===== src/sea_pkg.sv =====
`default_nettype none
package sea_pkg;
  // Core clock and two-wire bit timing
  localparam int SEA_CLK_NS = 10;
  localparam int SEA_QTR_NS = 2500;
  localparam int SEA_QTR_CYC = (SEA_QTR_NS + SEA_CLK_NS - 1) / SEA_CLK_NS;
  // Strap codes {high, low}
  localparam logic [1:0] SEA_STRAP_EE = 2'h0;
  localparam logic [1:0] SEA_STRAP_SMB = 2'h1;
  // Serial memory device address bytes
  localparam logic [7:0] SEA_DEV_WR = 8'ha0;
  localparam logic [7:0] SEA_DEV_RD = 8'ha1;
  localparam logic [7:0] SEA_START_ADDR = 8'h00;
  // Image layout
  localparam logic [15:0] SEA_SIG = 16'h1516;
  localparam logic [7:0] SEA_SIG_HI_ADDR = 8'h01;
  localparam logic [7:0] SEA_REGION_ADDR = 8'h02;
  localparam logic [7:0] SEA_MISC_ADDR = 8'h03;
  localparam logic [7:0] SEA_FIRST_CFG = 8'h04;
  localparam logic [7:0] SEA_LAST_ADDR = 8'hff;
  localparam int SEA_REGION_LSB = 1;
  localparam int SEA_WP_BIT = 0;
  // Region codes and their stop addresses
  localparam logic [3:0] SEA_RGN_G1 = 4'h0;
  localparam logic [3:0] SEA_RGN_G2 = 4'h1;
  localparam logic [3:0] SEA_RGN_G3 = 4'h3;
  localparam logic [3:0] SEA_RGN_G4 = 4'h7;
  localparam logic [7:0] SEA_STOP_G1 = 8'h0b;
  localparam logic [7:0] SEA_STOP_G2 = 8'h67;
  localparam logic [7:0] SEA_STOP_G3 = 8'haf;
  localparam logic [7:0] SEA_STOP_G4 = 8'hd7;
  // Image to configuration offset map
  localparam logic [7:0] SEA_ID_END = 8'h07;
  localparam logic [7:0] SEA_ID_SHIFT = 8'h04;
  localparam logic [7:0] SEA_CAP_EE = 8'h0c;
  localparam logic [7:0] SEA_CAP_CFG = 8'h34;
  // Register offsets and status bits
  localparam logic [7:0] SEA_REG_CTRL = 8'h00;
  localparam logic [7:0] SEA_REG_STATUS = 8'h04;
  localparam logic [7:0] SEA_REG_LAST = 8'h08;
  localparam int SEA_CTRL_GO = 0;
  localparam int SEA_ST_BUSY = 0;
  localparam int SEA_ST_DONE = 1;
  localparam int SEA_ST_SIG = 2;
  localparam int SEA_ST_NACK = 3;
  localparam int SEA_ST_MODE = 4;
  localparam int SEA_ST_WP = 6;
  localparam int SEA_ST_SMBCLK = 7;
  localparam int SEA_ST_RGN = 8;
  // Modes and states
  typedef enum logic [1:0] {SEA_MODE_NONE = 2'h0, SEA_MODE_EE = 2'h1,
                            SEA_MODE_SMB = 2'h2} sea_mode_t;
  typedef enum logic [2:0] {SEA_IDLE = 3'h0, SEA_START = 3'h1, SEA_BIT = 3'h3,
                            SEA_STOP = 3'h2, SEA_DONE = 3'h6} sea_state_t;
  typedef enum logic [1:0] {SEA_SQ_DEVW = 2'h0, SEA_SQ_WADR = 2'h1, SEA_SQ_DEVR = 2'h3,
                            SEA_SQ_READ = 2'h2} sea_step_t;
endpackage
`default_nettype wire


===== src/sea_autoload.sv =====
// Our own choices: the placing of the registers and the Wishbone slave port.
`timescale 1ns/1ps
`default_nettype none
// Summary of operation
// - both straps low selects memory master mode
// - memory mode drives clock, data bidirectional
// - straps low then high select slave mode
// - slave mode: clock input, data always released
// - load continues only on signature 1516h
// - region code in byte 02h sets stop
// - byte 03h bit0 protects legacy alias enable
module sea_autoload import sea_pkg::*; #(
  parameter int QTR_CYC = SEA_QTR_CYC
) (
  // Clock and reset
  input wire logic clk_i,
  input wire logic rst_i,
  // Wishbone slave
  input wire logic wb_cyc_i,
  input wire logic wb_stb_i,
  input wire logic wb_we_i,
  input wire logic [7:0] wb_adr_i,
  input wire logic [3:0] wb_sel_i,
  input wire logic [31:0] wb_dat_i,
  output logic [31:0] wb_dat_o,
  output logic wb_ack_o,
  // Strap pins
  input wire logic iface_select_strap_high_i,
  input wire logic iface_select_strap_low_i,
  // Clock pin (pin 4)
  input wire logic smbclk_i,
  output logic scl_o,
  output logic scl_oe_n_o,
  // Data pin (pin 6)
  input wire logic eeprom_serial_data_i,
  output logic eeprom_serial_data_o,
  output logic eeprom_serial_data_oe_n_o,
  // Configuration write port
  output logic cfg_wr_o,
  output logic [7:0] cfg_addr_o,
  output logic [7:0] cfg_data_o,
  // Status
  output logic load_done_o,
  output logic legacy_io_alias_wp_o,
  output logic mode_smbus_o
);
  localparam logic [15:0] QTR_M1 = 16'(QTR_CYC - 1);

  // Synchronised pin levels
  logic [1:0] strap_s;
  logic smbclk_s;
  logic sda_s;
  sea_sync2 #(.W(4)) u_sync (
    .clk_i(clk_i),
    .rst_i(rst_i),
    .d_i({iface_select_strap_high_i, iface_select_strap_low_i, smbclk_i, eeprom_serial_data_i}),
    .q_o({strap_s, smbclk_s, sda_s})
  );

  // Stop address for a region code; undefined codes take the smallest region
  function automatic logic [7:0] stop_of(input logic [3:0] code);
    unique case (code)
      SEA_RGN_G2: stop_of = SEA_STOP_G2;
      SEA_RGN_G3: stop_of = SEA_STOP_G3;
      SEA_RGN_G4: stop_of = SEA_STOP_G4;
      default: stop_of = SEA_STOP_G1;
    endcase
  endfunction

  // Image address to configuration offset
  function automatic logic [7:0] map_of(input logic [7:0] ee);
    if (ee <= SEA_ID_END) begin
      map_of = ee - SEA_ID_SHIFT;
    end else if (ee == SEA_CAP_EE) begin
      map_of = SEA_CAP_CFG;
    end else begin
      map_of = ee;
    end
  endfunction

  // Mode capture, once after reset release
  sea_mode_t mode_reg, mode_next;
  logic cap_reg, cap_next;
  always_comb begin
    mode_next = mode_reg;
    cap_next = 1'b1;
    if (!cap_reg) begin
      if (strap_s == SEA_STRAP_EE) begin
        mode_next = SEA_MODE_EE;
      end else if (strap_s == SEA_STRAP_SMB) begin
        mode_next = SEA_MODE_SMB;
      end else begin
        mode_next = SEA_MODE_NONE;
      end
    end
  end
  // Waits two cycles so the straps have crossed the synchroniser
  // The synchroniser leaves reset at zero; an earlier capture would see that, not the pins
  logic [1:0] cap_wait_reg; // Shifts in ones; top bit marks valid strap levels
  always_ff @(posedge clk_i) begin
    if (rst_i) begin
      mode_reg <= SEA_MODE_NONE;
      cap_reg <= 1'b0;
      cap_wait_reg <= 2'h0;
    end else begin
      cap_wait_reg <= {cap_wait_reg[0], 1'b1};
      if (cap_wait_reg[1]) begin
        mode_reg <= mode_next;
        cap_reg <= cap_next;
      end
    end
  end

  // Load engine state
  sea_state_t st_reg, st_next;
  sea_step_t sq_reg, sq_next;
  logic [1:0] q_reg, q_next; // Quarter of a bit
  logic [15:0] div_reg, div_next;
  logic [3:0] bitn_reg, bitn_next; // 8 is the acknowledge slot
  logic [7:0] sh_reg, sh_next;
  logic [7:0] ee_reg, ee_next;
  logic [7:0] lim_reg, lim_next;
  logic [7:0] sig_lo_reg, sig_lo_next;
  logic [3:0] rgn_reg, rgn_next;
  logic ackb_reg, ackb_next, last_reg, last_next, sig_reg, sig_next;
  logic nack_reg, nack_next, wp_next, done_next, pend_reg, pend_next;
  logic scl_next, scl_oe_n_next, sda_oe_n_next, wr_next, go_reg, go_next;
  logic [7:0] caddr_next, cdata_next;
  logic tick, cont;
  assign tick = (div_reg == 16'h0000);
  // Whether to read on past the byte just received
  always_comb begin
    cont = (ee_reg != SEA_LAST_ADDR);
    if (ee_reg == SEA_SIG_HI_ADDR && {sh_reg, sig_lo_reg} != SEA_SIG) begin
      cont = 1'b0;
    end
    if (ee_reg > SEA_MISC_ADDR && ee_reg >= lim_reg) begin
      cont = 1'b0;
    end
  end

  // Next-state logic of the engine
  always_comb begin
    st_next = st_reg;
    sq_next = sq_reg;
    q_next = q_reg;
    div_next = tick ? QTR_M1 : div_reg - 16'h0001;
    bitn_next = bitn_reg;
    sh_next = sh_reg;
    ee_next = ee_reg;
    lim_next = lim_reg;
    sig_lo_next = sig_lo_reg;
    rgn_next = rgn_reg;
    ackb_next = ackb_reg;
    last_next = last_reg;
    sig_next = sig_reg;
    nack_next = nack_reg;
    wp_next = legacy_io_alias_wp_o;
    done_next = load_done_o;
    pend_next = pend_reg & ~go_reg;
    scl_next = scl_o;
    sda_oe_n_next = eeprom_serial_data_oe_n_o;
    scl_oe_n_next = (mode_reg != SEA_MODE_EE);
    wr_next = 1'b0;
    caddr_next = cfg_addr_o;
    cdata_next = cfg_data_o;
    unique case (st_reg)
      SEA_IDLE: begin
        scl_next = 1'b1;
        sda_oe_n_next = 1'b1; // Released; in slave mode it stays so
        if (cap_reg && mode_reg == SEA_MODE_EE && (pend_reg || go_reg)) begin
          st_next = SEA_START;
          sq_next = SEA_SQ_DEVW;
          sh_next = SEA_DEV_WR;
          q_next = 2'h0;
          pend_next = 1'b0;
          done_next = 1'b0;
          sig_next = 1'b0;
          nack_next = 1'b0;
          wp_next = 1'b0;
          lim_next = SEA_STOP_G1;
        end
      end
      SEA_START: if (tick) begin
        q_next = q_reg + 2'h1;
        unique case (q_reg)
          2'h0: sda_oe_n_next = 1'b1;
          2'h1: scl_next = 1'b1;
          2'h2: sda_oe_n_next = 1'b0; // Data falls while clock high
          default: begin
            scl_next = 1'b0;
            st_next = SEA_BIT;
            bitn_next = 4'h0;
          end
        endcase
      end
      SEA_BIT: if (tick) begin
        q_next = q_reg + 2'h1;
        unique case (q_reg)
          2'h0: begin
            if (bitn_reg != 4'h8) begin
              sda_oe_n_next = (sq_reg == SEA_SQ_READ) | sh_reg[7];
            end else if (sq_reg != SEA_SQ_READ) begin
              sda_oe_n_next = 1'b1; // Free slot for the memory's ack
            end else begin
              sda_oe_n_next = ~cont; // Nack ends the read
              last_next = ~cont;
              if (ee_reg == SEA_START_ADDR) begin
                sig_lo_next = sh_reg;
              end else if (ee_reg == SEA_SIG_HI_ADDR) begin
                sig_next = cont;
              end else if (ee_reg == SEA_REGION_ADDR) begin
                rgn_next = sh_reg[SEA_REGION_LSB +: 4];
                lim_next = stop_of(sh_reg[SEA_REGION_LSB +: 4]);
              end else if (ee_reg == SEA_MISC_ADDR) begin
                wp_next = sh_reg[SEA_WP_BIT];
              end else begin
                wr_next = 1'b1;
                caddr_next = map_of(ee_reg);
                cdata_next = sh_reg;
              end
            end
          end
          2'h1: scl_next = 1'b1;
          2'h2: begin
            if (bitn_reg != 4'h8) begin
              sh_next = {sh_reg[6:0], sda_s}; // Shifts out and in alike
            end else begin
              ackb_next = sda_s;
            end
          end
          default: begin
            scl_next = 1'b0;
            bitn_next = bitn_reg + 4'h1;
            if (bitn_reg == 4'h8) begin
              bitn_next = 4'h0;
              if (sq_reg == SEA_SQ_READ) begin
                if (last_reg) begin
                  st_next = SEA_STOP;
                end else begin
                  ee_next = ee_reg + 8'h01;
                end
              end else if (ackb_reg) begin
                nack_next = 1'b1; // Memory absent or busy
                st_next = SEA_STOP;
              end else if (sq_reg == SEA_SQ_DEVW) begin
                sq_next = SEA_SQ_WADR;
                sh_next = SEA_START_ADDR;
              end else if (sq_reg == SEA_SQ_WADR) begin
                sq_next = SEA_SQ_DEVR;
                sh_next = SEA_DEV_RD;
                st_next = SEA_START; // Repeated start
              end else begin
                sq_next = SEA_SQ_READ;
                ee_next = SEA_START_ADDR;
              end
            end
          end
        endcase
      end
      SEA_STOP: if (tick) begin
        q_next = q_reg + 2'h1;
        unique case (q_reg)
          2'h0: sda_oe_n_next = 1'b0;
          2'h1: scl_next = 1'b1;
          2'h2: sda_oe_n_next = 1'b1; // Data rises while clock high
          default: st_next = SEA_DONE;
        endcase
      end
      default: begin
        done_next = 1'b1;
        st_next = SEA_IDLE;
      end
    endcase
    if (mode_reg != SEA_MODE_EE) begin
      sda_oe_n_next = 1'b1;
    end
  end

  // Register the engine
  always_ff @(posedge clk_i) begin
    if (rst_i) begin
      st_reg <= SEA_IDLE;
      sq_reg <= SEA_SQ_DEVW;
      q_reg <= 2'h0;
      div_reg <= 16'h0000;
      bitn_reg <= 4'h0;
      sh_reg <= 8'h00;
      ee_reg <= 8'h00;
      lim_reg <= SEA_STOP_G1;
      sig_lo_reg <= 8'h00;
      rgn_reg <= 4'h0;
      ackb_reg <= 1'b0;
      last_reg <= 1'b0;
      sig_reg <= 1'b0;
      nack_reg <= 1'b0;
      legacy_io_alias_wp_o <= 1'b0;
      load_done_o <= 1'b0;
      pend_reg <= 1'b1; // Load once after reset
      scl_o <= 1'b1;
      scl_oe_n_o <= 1'b1;
      eeprom_serial_data_oe_n_o <= 1'b1;
      eeprom_serial_data_o <= 1'b0;
      cfg_wr_o <= 1'b0;
      cfg_addr_o <= 8'h00;
      cfg_data_o <= 8'h00;
    end else begin
      st_reg <= st_next;
      sq_reg <= sq_next;
      q_reg <= q_next;
      div_reg <= div_next;
      bitn_reg <= bitn_next;
      sh_reg <= sh_next;
      ee_reg <= ee_next;
      lim_reg <= lim_next;
      sig_lo_reg <= sig_lo_next;
      rgn_reg <= rgn_next;
      ackb_reg <= ackb_next;
      last_reg <= last_next;
      sig_reg <= sig_next;
      nack_reg <= nack_next;
      legacy_io_alias_wp_o <= wp_next;
      load_done_o <= done_next;
      pend_reg <= pend_next;
      scl_o <= scl_next;
      scl_oe_n_o <= scl_oe_n_next;
      eeprom_serial_data_oe_n_o <= sda_oe_n_next;
      eeprom_serial_data_o <= 1'b0; // Open drain: only ever pulls low
      cfg_wr_o <= wr_next;
      cfg_addr_o <= caddr_next;
      cfg_data_o <= cdata_next;
    end
  end

  // Wishbone slave: one wait state, unmapped reads as zero
  logic [31:0] rd_next;
  logic ack_next;
  always_comb begin
    ack_next = wb_cyc_i & wb_stb_i & ~wb_ack_o;
    go_next = ack_next & wb_we_i & wb_sel_i[0] & (wb_adr_i == SEA_REG_CTRL)
              & wb_dat_i[SEA_CTRL_GO];
    rd_next = 32'h0000_0000;
    if (wb_adr_i == SEA_REG_STATUS) begin
      rd_next[SEA_ST_BUSY] = (st_reg != SEA_IDLE);
      rd_next[SEA_ST_DONE] = load_done_o;
      rd_next[SEA_ST_SIG] = sig_reg;
      rd_next[SEA_ST_NACK] = nack_reg;
      rd_next[SEA_ST_MODE +: 2] = mode_reg;
      rd_next[SEA_ST_WP] = legacy_io_alias_wp_o;
      rd_next[SEA_ST_SMBCLK] = smbclk_s; // Bus slave clock level
      rd_next[SEA_ST_RGN +: 4] = rgn_reg;
    end else if (wb_adr_i == SEA_REG_LAST) begin
      rd_next[7:0] = ee_reg;
    end
  end
  // Register bus answers
  always_ff @(posedge clk_i) begin
    if (rst_i) begin
      wb_ack_o <= 1'b0;
      wb_dat_o <= 32'h0000_0000;
      go_reg <= 1'b0;
      mode_smbus_o <= 1'b0;
    end else begin
      wb_ack_o <= ack_next;
      wb_dat_o <= rd_next;
      go_reg <= go_next;
      mode_smbus_o <= (mode_reg == SEA_MODE_SMB);
    end
  end

  // Checks
  logic [7:0] prev_wr_reg;
  logic seen_reg;
  always_ff @(posedge clk_i) begin
    if (rst_i || st_reg == SEA_IDLE) begin
      seen_reg <= 1'b0;
      prev_wr_reg <= 8'h00;
    end else if (cfg_wr_o) begin
      seen_reg <= 1'b1;
      prev_wr_reg <= ee_reg;
    end
  end
endmodule // sea_autoload
`default_nettype wire


===== src/sea_sync2.sv =====
`timescale 1ns/1ps
`default_nettype none
// Two-stage synchroniser; first stage feeds only the second
module sea_sync2 #(
  parameter int W = 1
) (
  // Clock and reset
  input wire logic clk_i,
  input wire logic rst_i,
  // Data
  input wire logic [W-1:0] d_i,
  output logic [W-1:0] q_o
);
  logic [W-1:0] meta_reg; // First stage
  // Register both stages
  always_ff @(posedge clk_i) begin
    if (rst_i) begin
      meta_reg <= '0;
      q_o <= '0;
    end else begin
      meta_reg <= d_i;
      q_o <= meta_reg;
    end
  end
endmodule // sea_sync2
`default_nettype wire


===== config.mk =====
export PLATFORM = sky130hd
export DESIGN_NAME = sea_autoload
export DESIGN_NICKNAME = d
export VERILOG_FILES = /design/src/sea_pkg.sv /design/src/sea_autoload.sv /design/src/sea_sync2.sv
export SDC_FILE = /design/constraint.sdc
export NUM_CORES = 1
export LEC_CHECK = 0
export CORE_MARGIN = 2
export CORE_UTILIZATION = 30
export DETAILED_ROUTE_END_ITERATION = 8
export DONT_BUFFER_PORTS = 1
export SLEW_MARGIN = 40
export SYNTH_ARGS = -nofsm -noshare
export SYNTH_HDL_FRONTEND = slang
export SYNTH_SLANG_ARGS = --single-unit

===== constraint.sdc =====
create_clock -name clk_i -period 6.4 [get_ports clk_i]
set_input_delay 0.64 -clock clk_i [delete_from_list [all_inputs] [get_ports clk_i]]
set_output_delay 0.64 -clock clk_i [all_outputs]
set_load 0.1 [all_outputs]

# --- Yosys cells after proc, flatten, opt, wreduce, memory -nomap -nowiden ---
# Index checks and enable logic that the tools add are counted.
totals:
  ff_bits: 138
  inputBits: 53
  out_inout_bits: 57
  elab_cells: 285
op_classes:
  n_addsub: 5
  n_lt_le_gt_ge: 3
  n_eq_ne: 64
  muxes: 107
  bitwise: 24
  reduce_logical: 46
ops:
  columns: ["op", "count"]
  rows:
  - ["8-bit 2-to-1 mux", 26]
  - ["2-bit inequality test (second input constant)", 26]
  - ["8-bit case mux with 2 select lines", 3]
  - ["3-bit 2-to-1 mux", 13]
  - ["1-bit 2-to-1 mux", 36]
  - ["9-bit AND reduction", 3]
  - ["8-bit case mux with 3 select lines", 1]
  - ["8-bit AND reduction", 3]
  - ["3-bit inequality test (second input constant)", 7]
  - ["7-bit AND reduction", 3]
  - ["2-bit 2-to-1 mux", 10]
  - ["4-bit 2-to-1 mux", 5]
  - ["8-bit by 2-bit equality test with 1-bit output (second input constant)", 2]
  - ["8-bit by 4-bit equality test with 1-bit output (second input constant)", 2]
  - ["16-bit logical NOT", 1]
  - ["8-bit logical NOT", 2]
  - ["16-bit by 13-bit inequality test with 1-bit output (second input constant)", 1]
  - ["4-bit inequality test (second input constant)", 4]
  - ["1-bit inverter", 16]
  - ["16-bit by 1-bit subtractor with 16-bit output (second input constant)", 1]
  - ["5-bit AND reduction", 3]
  - ["1-bit case mux with 2 select lines", 7]
  - ["3-bit case mux with 4 select lines", 1]
  - ["2-bit OR reduction", 6]
  - ["40 further kinds", 67]

# --- Logic depth before layout (Yosys ltp) ---
logic_depth:
  word_depth: 11
  depth_mapped: 10
  mapped_depth_nobuf: 7

# --- By module ---
# A second synthesis with hierarchy kept.
hier_totals:
  cells_unflattened: 619
  area_unflattened_um2: 5467.7
modules_own_cells:
  columns: ["module", "instances", "cells_per_inst", "area_per_inst_um2", "seq_area_each_um2"]
  rows:
  - ["sea_autoload", 1, 603, 5257.5, 2162.1]
  - ["sea_sync2", 1, 16, 210.2, 160.2]

# --- Worst setup path after synthesis ---
# Ideal clock, no wire load.
synth_path:
  path_kind: "register to register"
  startpoint: "register div_reg[0]"
  endpoint: "register sig_lo_reg[0]"
  setup_time_ps: 72
  t_arrival_ps: 2105
  required_time_ps: 6328
  path_slack_ps: 4223
  stages_incl_launch_ff: 9
  n_path_buf: 1
  period_less_slack_ps: 2177
  path_cell_list: "dfxtp_1 inv_1 ha_1 nor3b_2 and4b_1 buf_6 nand3_4 nor4_4 mux2i_1"
synth_via:
  elab_chain_len: 2
synth_rtl:
  columns: ["item", "line", "text"]
  rows:
  - ["start, declared", "sea_autoload.sv:118", "logic [15:0] div_reg, div_next;"]
  - ["start signal, assigned", "sea_autoload.sv:311", "div_reg <= div_next;"]
  - ["16-bit logical NOT", "sea_autoload.sv:130", "assign tick = (div_reg == 16'h0000);"]
  - ["6-bit AND reduction (no source line)", null, null]
  - ["end signal, assigned", "sea_autoload.sv:316", "sig_lo_reg <= sig_lo_next;"]
  - ["end, declared", "sea_autoload.sv:123", "logic [7:0] sig_lo_reg, sig_lo_next;"]
# No other way between the ends.
# A chain may end at the register's enable or synchronous reset.

# --- Worst setup path in the final report ---
layout_path:
  startpoint: "register div_reg[0]"
  endpoint: "register sig_lo_reg[6]"
# Same word-level chain as after synthesis.

==> load_flow_metrics.sql <==
INSERT INTO impl_metrics (metric_group, metric, value, unit) VALUES
('outcome', 'status', 'completed', ''),
('timing', 'final.period_utilization', '47.84', '%'),
('worst_setup_path', 'crit_required', '6.75', 'ns'),
('synth', 'yosys_most_used_dff', 'sky130_fd_sc_hd__dfxtp_1', ''),
('synth', 'synth_most_common_cell', 'sky130_fd_sc_hd__dfxtp_1', ''),
('timing', 'setup-violations-final', '0', ''),
('routing', 'drc', '0', ''),
('grt', 'overflow', '0', ''),
('grt', 'antenna_found_initial', '0', ''),
('worst_setup_path', 'critPathKind', 'register to register', ''),
('worst_setup_path', 'critical_path.endpoint_type', 'register', ''),
('placement', 'dp_slack', '3.335', 'ns'),
('final_layout', 'flip_flop_count_of_the_largest_register_after_layout', '16', ''),
('power_and_ir_drop', 'worst_ir_drop_vdd', '0.0001357', 'V'),
('timing', 'fin_crit', '3.062', 'ns'),
('worst_setup_path', 'critical_path.n_buffers_inverters', '1', ''),
('synth', 'synth.top_cells.by_area', 'sky130_fd_sc_hd__dfxtp_1, sky130_fd_sc_hd__ha_1, sky130_fd_sc_hd__a21oi_1', ''),
('synth', 'post_synth_inst_count', '653', ''),
('final_layout', 'fin_area', '6424', 'um2'),
('timing', 'slew_headroom', '50.11', '%'),
('final_layout', 'area_growth', '13.11', '%'),
('routing', 'viasPerCell', '5.205', ''),
('placement', 'quantity_of_i_o_buffers_inserted_on_ports', '0', ''),
('final_layout', 'fraction_of_layout_cells_with_a_size_suffix_above_1', '14.46', '%'),
('placement', 'dpl-instance-area', '5826', 'um2'),
('floorplanning', 'std_cell_rows', '50', ''),
('grt', 'grt_max_degree', '75', ''),
('clock_network', 'cts_resized', '0', ''),
('floorplanning', 'floorplan.die_area', '20050', 'um2'),
('timing', 'finalClockSkew', '0.008003', 'ns'),
('synth', 'syn-cell-area', '5679', 'um2'),
('clock_network', 'clkTransAtPathRegs', '0.06', 'ns'),
('synth', 'synthDistinctLibCells', '66', ''),
('synth', 'syn-mean-instance-area', '8.697', 'um2'),
('timing', 'grt_setup_unrepaired', 'false', ''),
('routing', 'wl_met3', '870', 'um'),
('clock_network', 'post_cts_setup_driven_buffer_insertion_count', '0', ''),
('clock_network', 'cts_tree', 'yes', ''),
('synth', 'synth_top_area_cell', 'sky130_fd_sc_hd__dfxtp_1', ''),
('timing', 'achievable-frequency', '326.6', 'MHz'),
('clock_network', 'htreeDepth', '4', ''),
('floorplanning', 'dieWidth', '141.6', 'um'),
('worst_setup_path', 'worst_setup_path_start_kind', 'register', ''),
('worst_setup_path', 'worst_path_largest_cell_delay', '0.76', 'ns'),
('floorplanning', 'core_region_area', '18640', 'um2'),
('clock_network', 'clock_sink_count', '116', ''),
('timing', 'setup-tns-final', '0', 'ns'),
('clock_network', 'num_cts_buffers', '17', ''),
('timing', 'final_hold_viol_count', '0', ''),
('synth', 'post-synth-top-area-fraction', '40.89', '%'),
('worst_hold_path', 'hold_class', 'input pin to register', ''),
('timing', 'slew_viol_final', '0', ''),
('synth', 'ys_top_cells_by_count', 'sky130_fd_sc_hd__dfxtp_1, sky130_fd_sc_hd__nor2_1, sky130_fd_sc_hd__nand2_1', ''),
('final_layout', 'nFillCells', '1880', ''),
('clock_network', 'clock_latency', '0.43', 'ns'),
('synth', 'synth_edf_count', '0', ''),
('timing', 'tightestPinTransition', '0.7428', 'ns'),
('synth', 'postSynth.asyncResetShare', '0', '%'),
('synth', 'yosys_warnings', '0', ''),
('placement', 'routabilityCongestion', '0.8171', ''),
('worst_setup_path', 'timing.critical_path.fanout_max', '18', ''),
('timing', 'setup_slack', '3.338', 'ns'),
('worst_setup_path', 'cp.arrival', '3.42', 'ns'),
('final_layout', 'register_area', '2367', 'um2'),
('final_layout', 'multiInputGateArea', '3047', 'um2'),
('synth', 'ys_seq_area_share', '40.89', '%'),
('grt', 'first_global_vias', '4250', ''),
('placement', 'hpwl', '9.252', 'mm'),
('routing', 'wl_met2', '5.861', 'mm'),
('routing', 'drt-wirelength-per-cell', '15.32', 'um'),
('routing', 'maxUsedRoutingLayer', 'met4', '');
## metal layers
layer	global-route usage, %	vias up
met2	20.16	132
met5	0	-
met4	6.684	0
li1	-	2276
met3	4.219	20
met1	19.23	2173
## per-stage QoR
| stage | total power, mW | hold WS (ns) | std cells |
|---|---|---|---|
| 6_report | 2.131 | 0.2942 | 884 |
| 5_1_grt | 2.226 | 0.2806 | 884 |
| 4_1_cts | 2.147 | 0.2730 | 884 |
| 3_5_place_dp | 1.205 | 0.4242 | 853 |
| 3_3_place_gp | 1.200 | 0.4179 | 853 |
| 2_1_floorplan | 1.155 | 0.4138 | 673 |
## layout by cell type, fill, tap and decap left out, drive strengths merged, types with 6 or more instances in the layout
cell    count
or4         9
and2        6
xnor2      12
buf         6
or3         6
nand2      49
o211ai      9
nor3       19
nor4       15
nand3      24
ha         21
and3       14
mux2i      17
nand3b      7
clkbuf     20
o21ai      29
a21oi      45
a211oi     12
dfxtp     116
nor2       59
nand4      19
inv        21
conb       21
a22o        8
nor2b      14
## where the power goes
group | internal (mW) | switching (mW) | total, mW
combinational | 0.126 | 0.236 | 0.362
sequential | 0.769 | 0.0584 | 0.827
clock | 0.601 | 0.341 | 0.941
## worst paths after layout
| kind | from | to | slack [ns] | depth (start not counted) |
|---|---|---|---|---|
| min | rst_i | mode_smbus_o | 0.29 | 1 |
| max | div_reg[0] | sig_lo_reg[6] | 3.34 | 7 |
| max reg2reg | div_reg[0] | sig_lo_reg[6] | 3.34 | 7 |
| min reg2reg | cap_wait_reg[0] | cap_wait_reg[1] | 0.44 | 1 |
## cells by family (layout without fill, tap and decap cells)
logic type	count (synthesis)	count (layout)	synth area share, %
AOI/OAI and AO/OA	130	130	14.52
xor gates and xnor gates	17	17	2.622
adders and majority gates	21	21	4.627
buffers and inverters	81	58	7.028
DFF	116	116	40.89
muxes	22	22	3.988
other	1	21	0.06603
and+or+nand+nor	265	265	26.26
## area by class of cell
class / instances / area share [%]
repair buffers: 6 / 0.7012
inverters: 21 / 1.227
clock inverters: 11 / 1.967
clock buffers: 20 / 7.265
well taps: 234 / 4.558
flip-flops and latches: 116 / 36.85
multi-input cells: 476 / 47.43
Note: power is estimated with default switching activity, not from simulation.
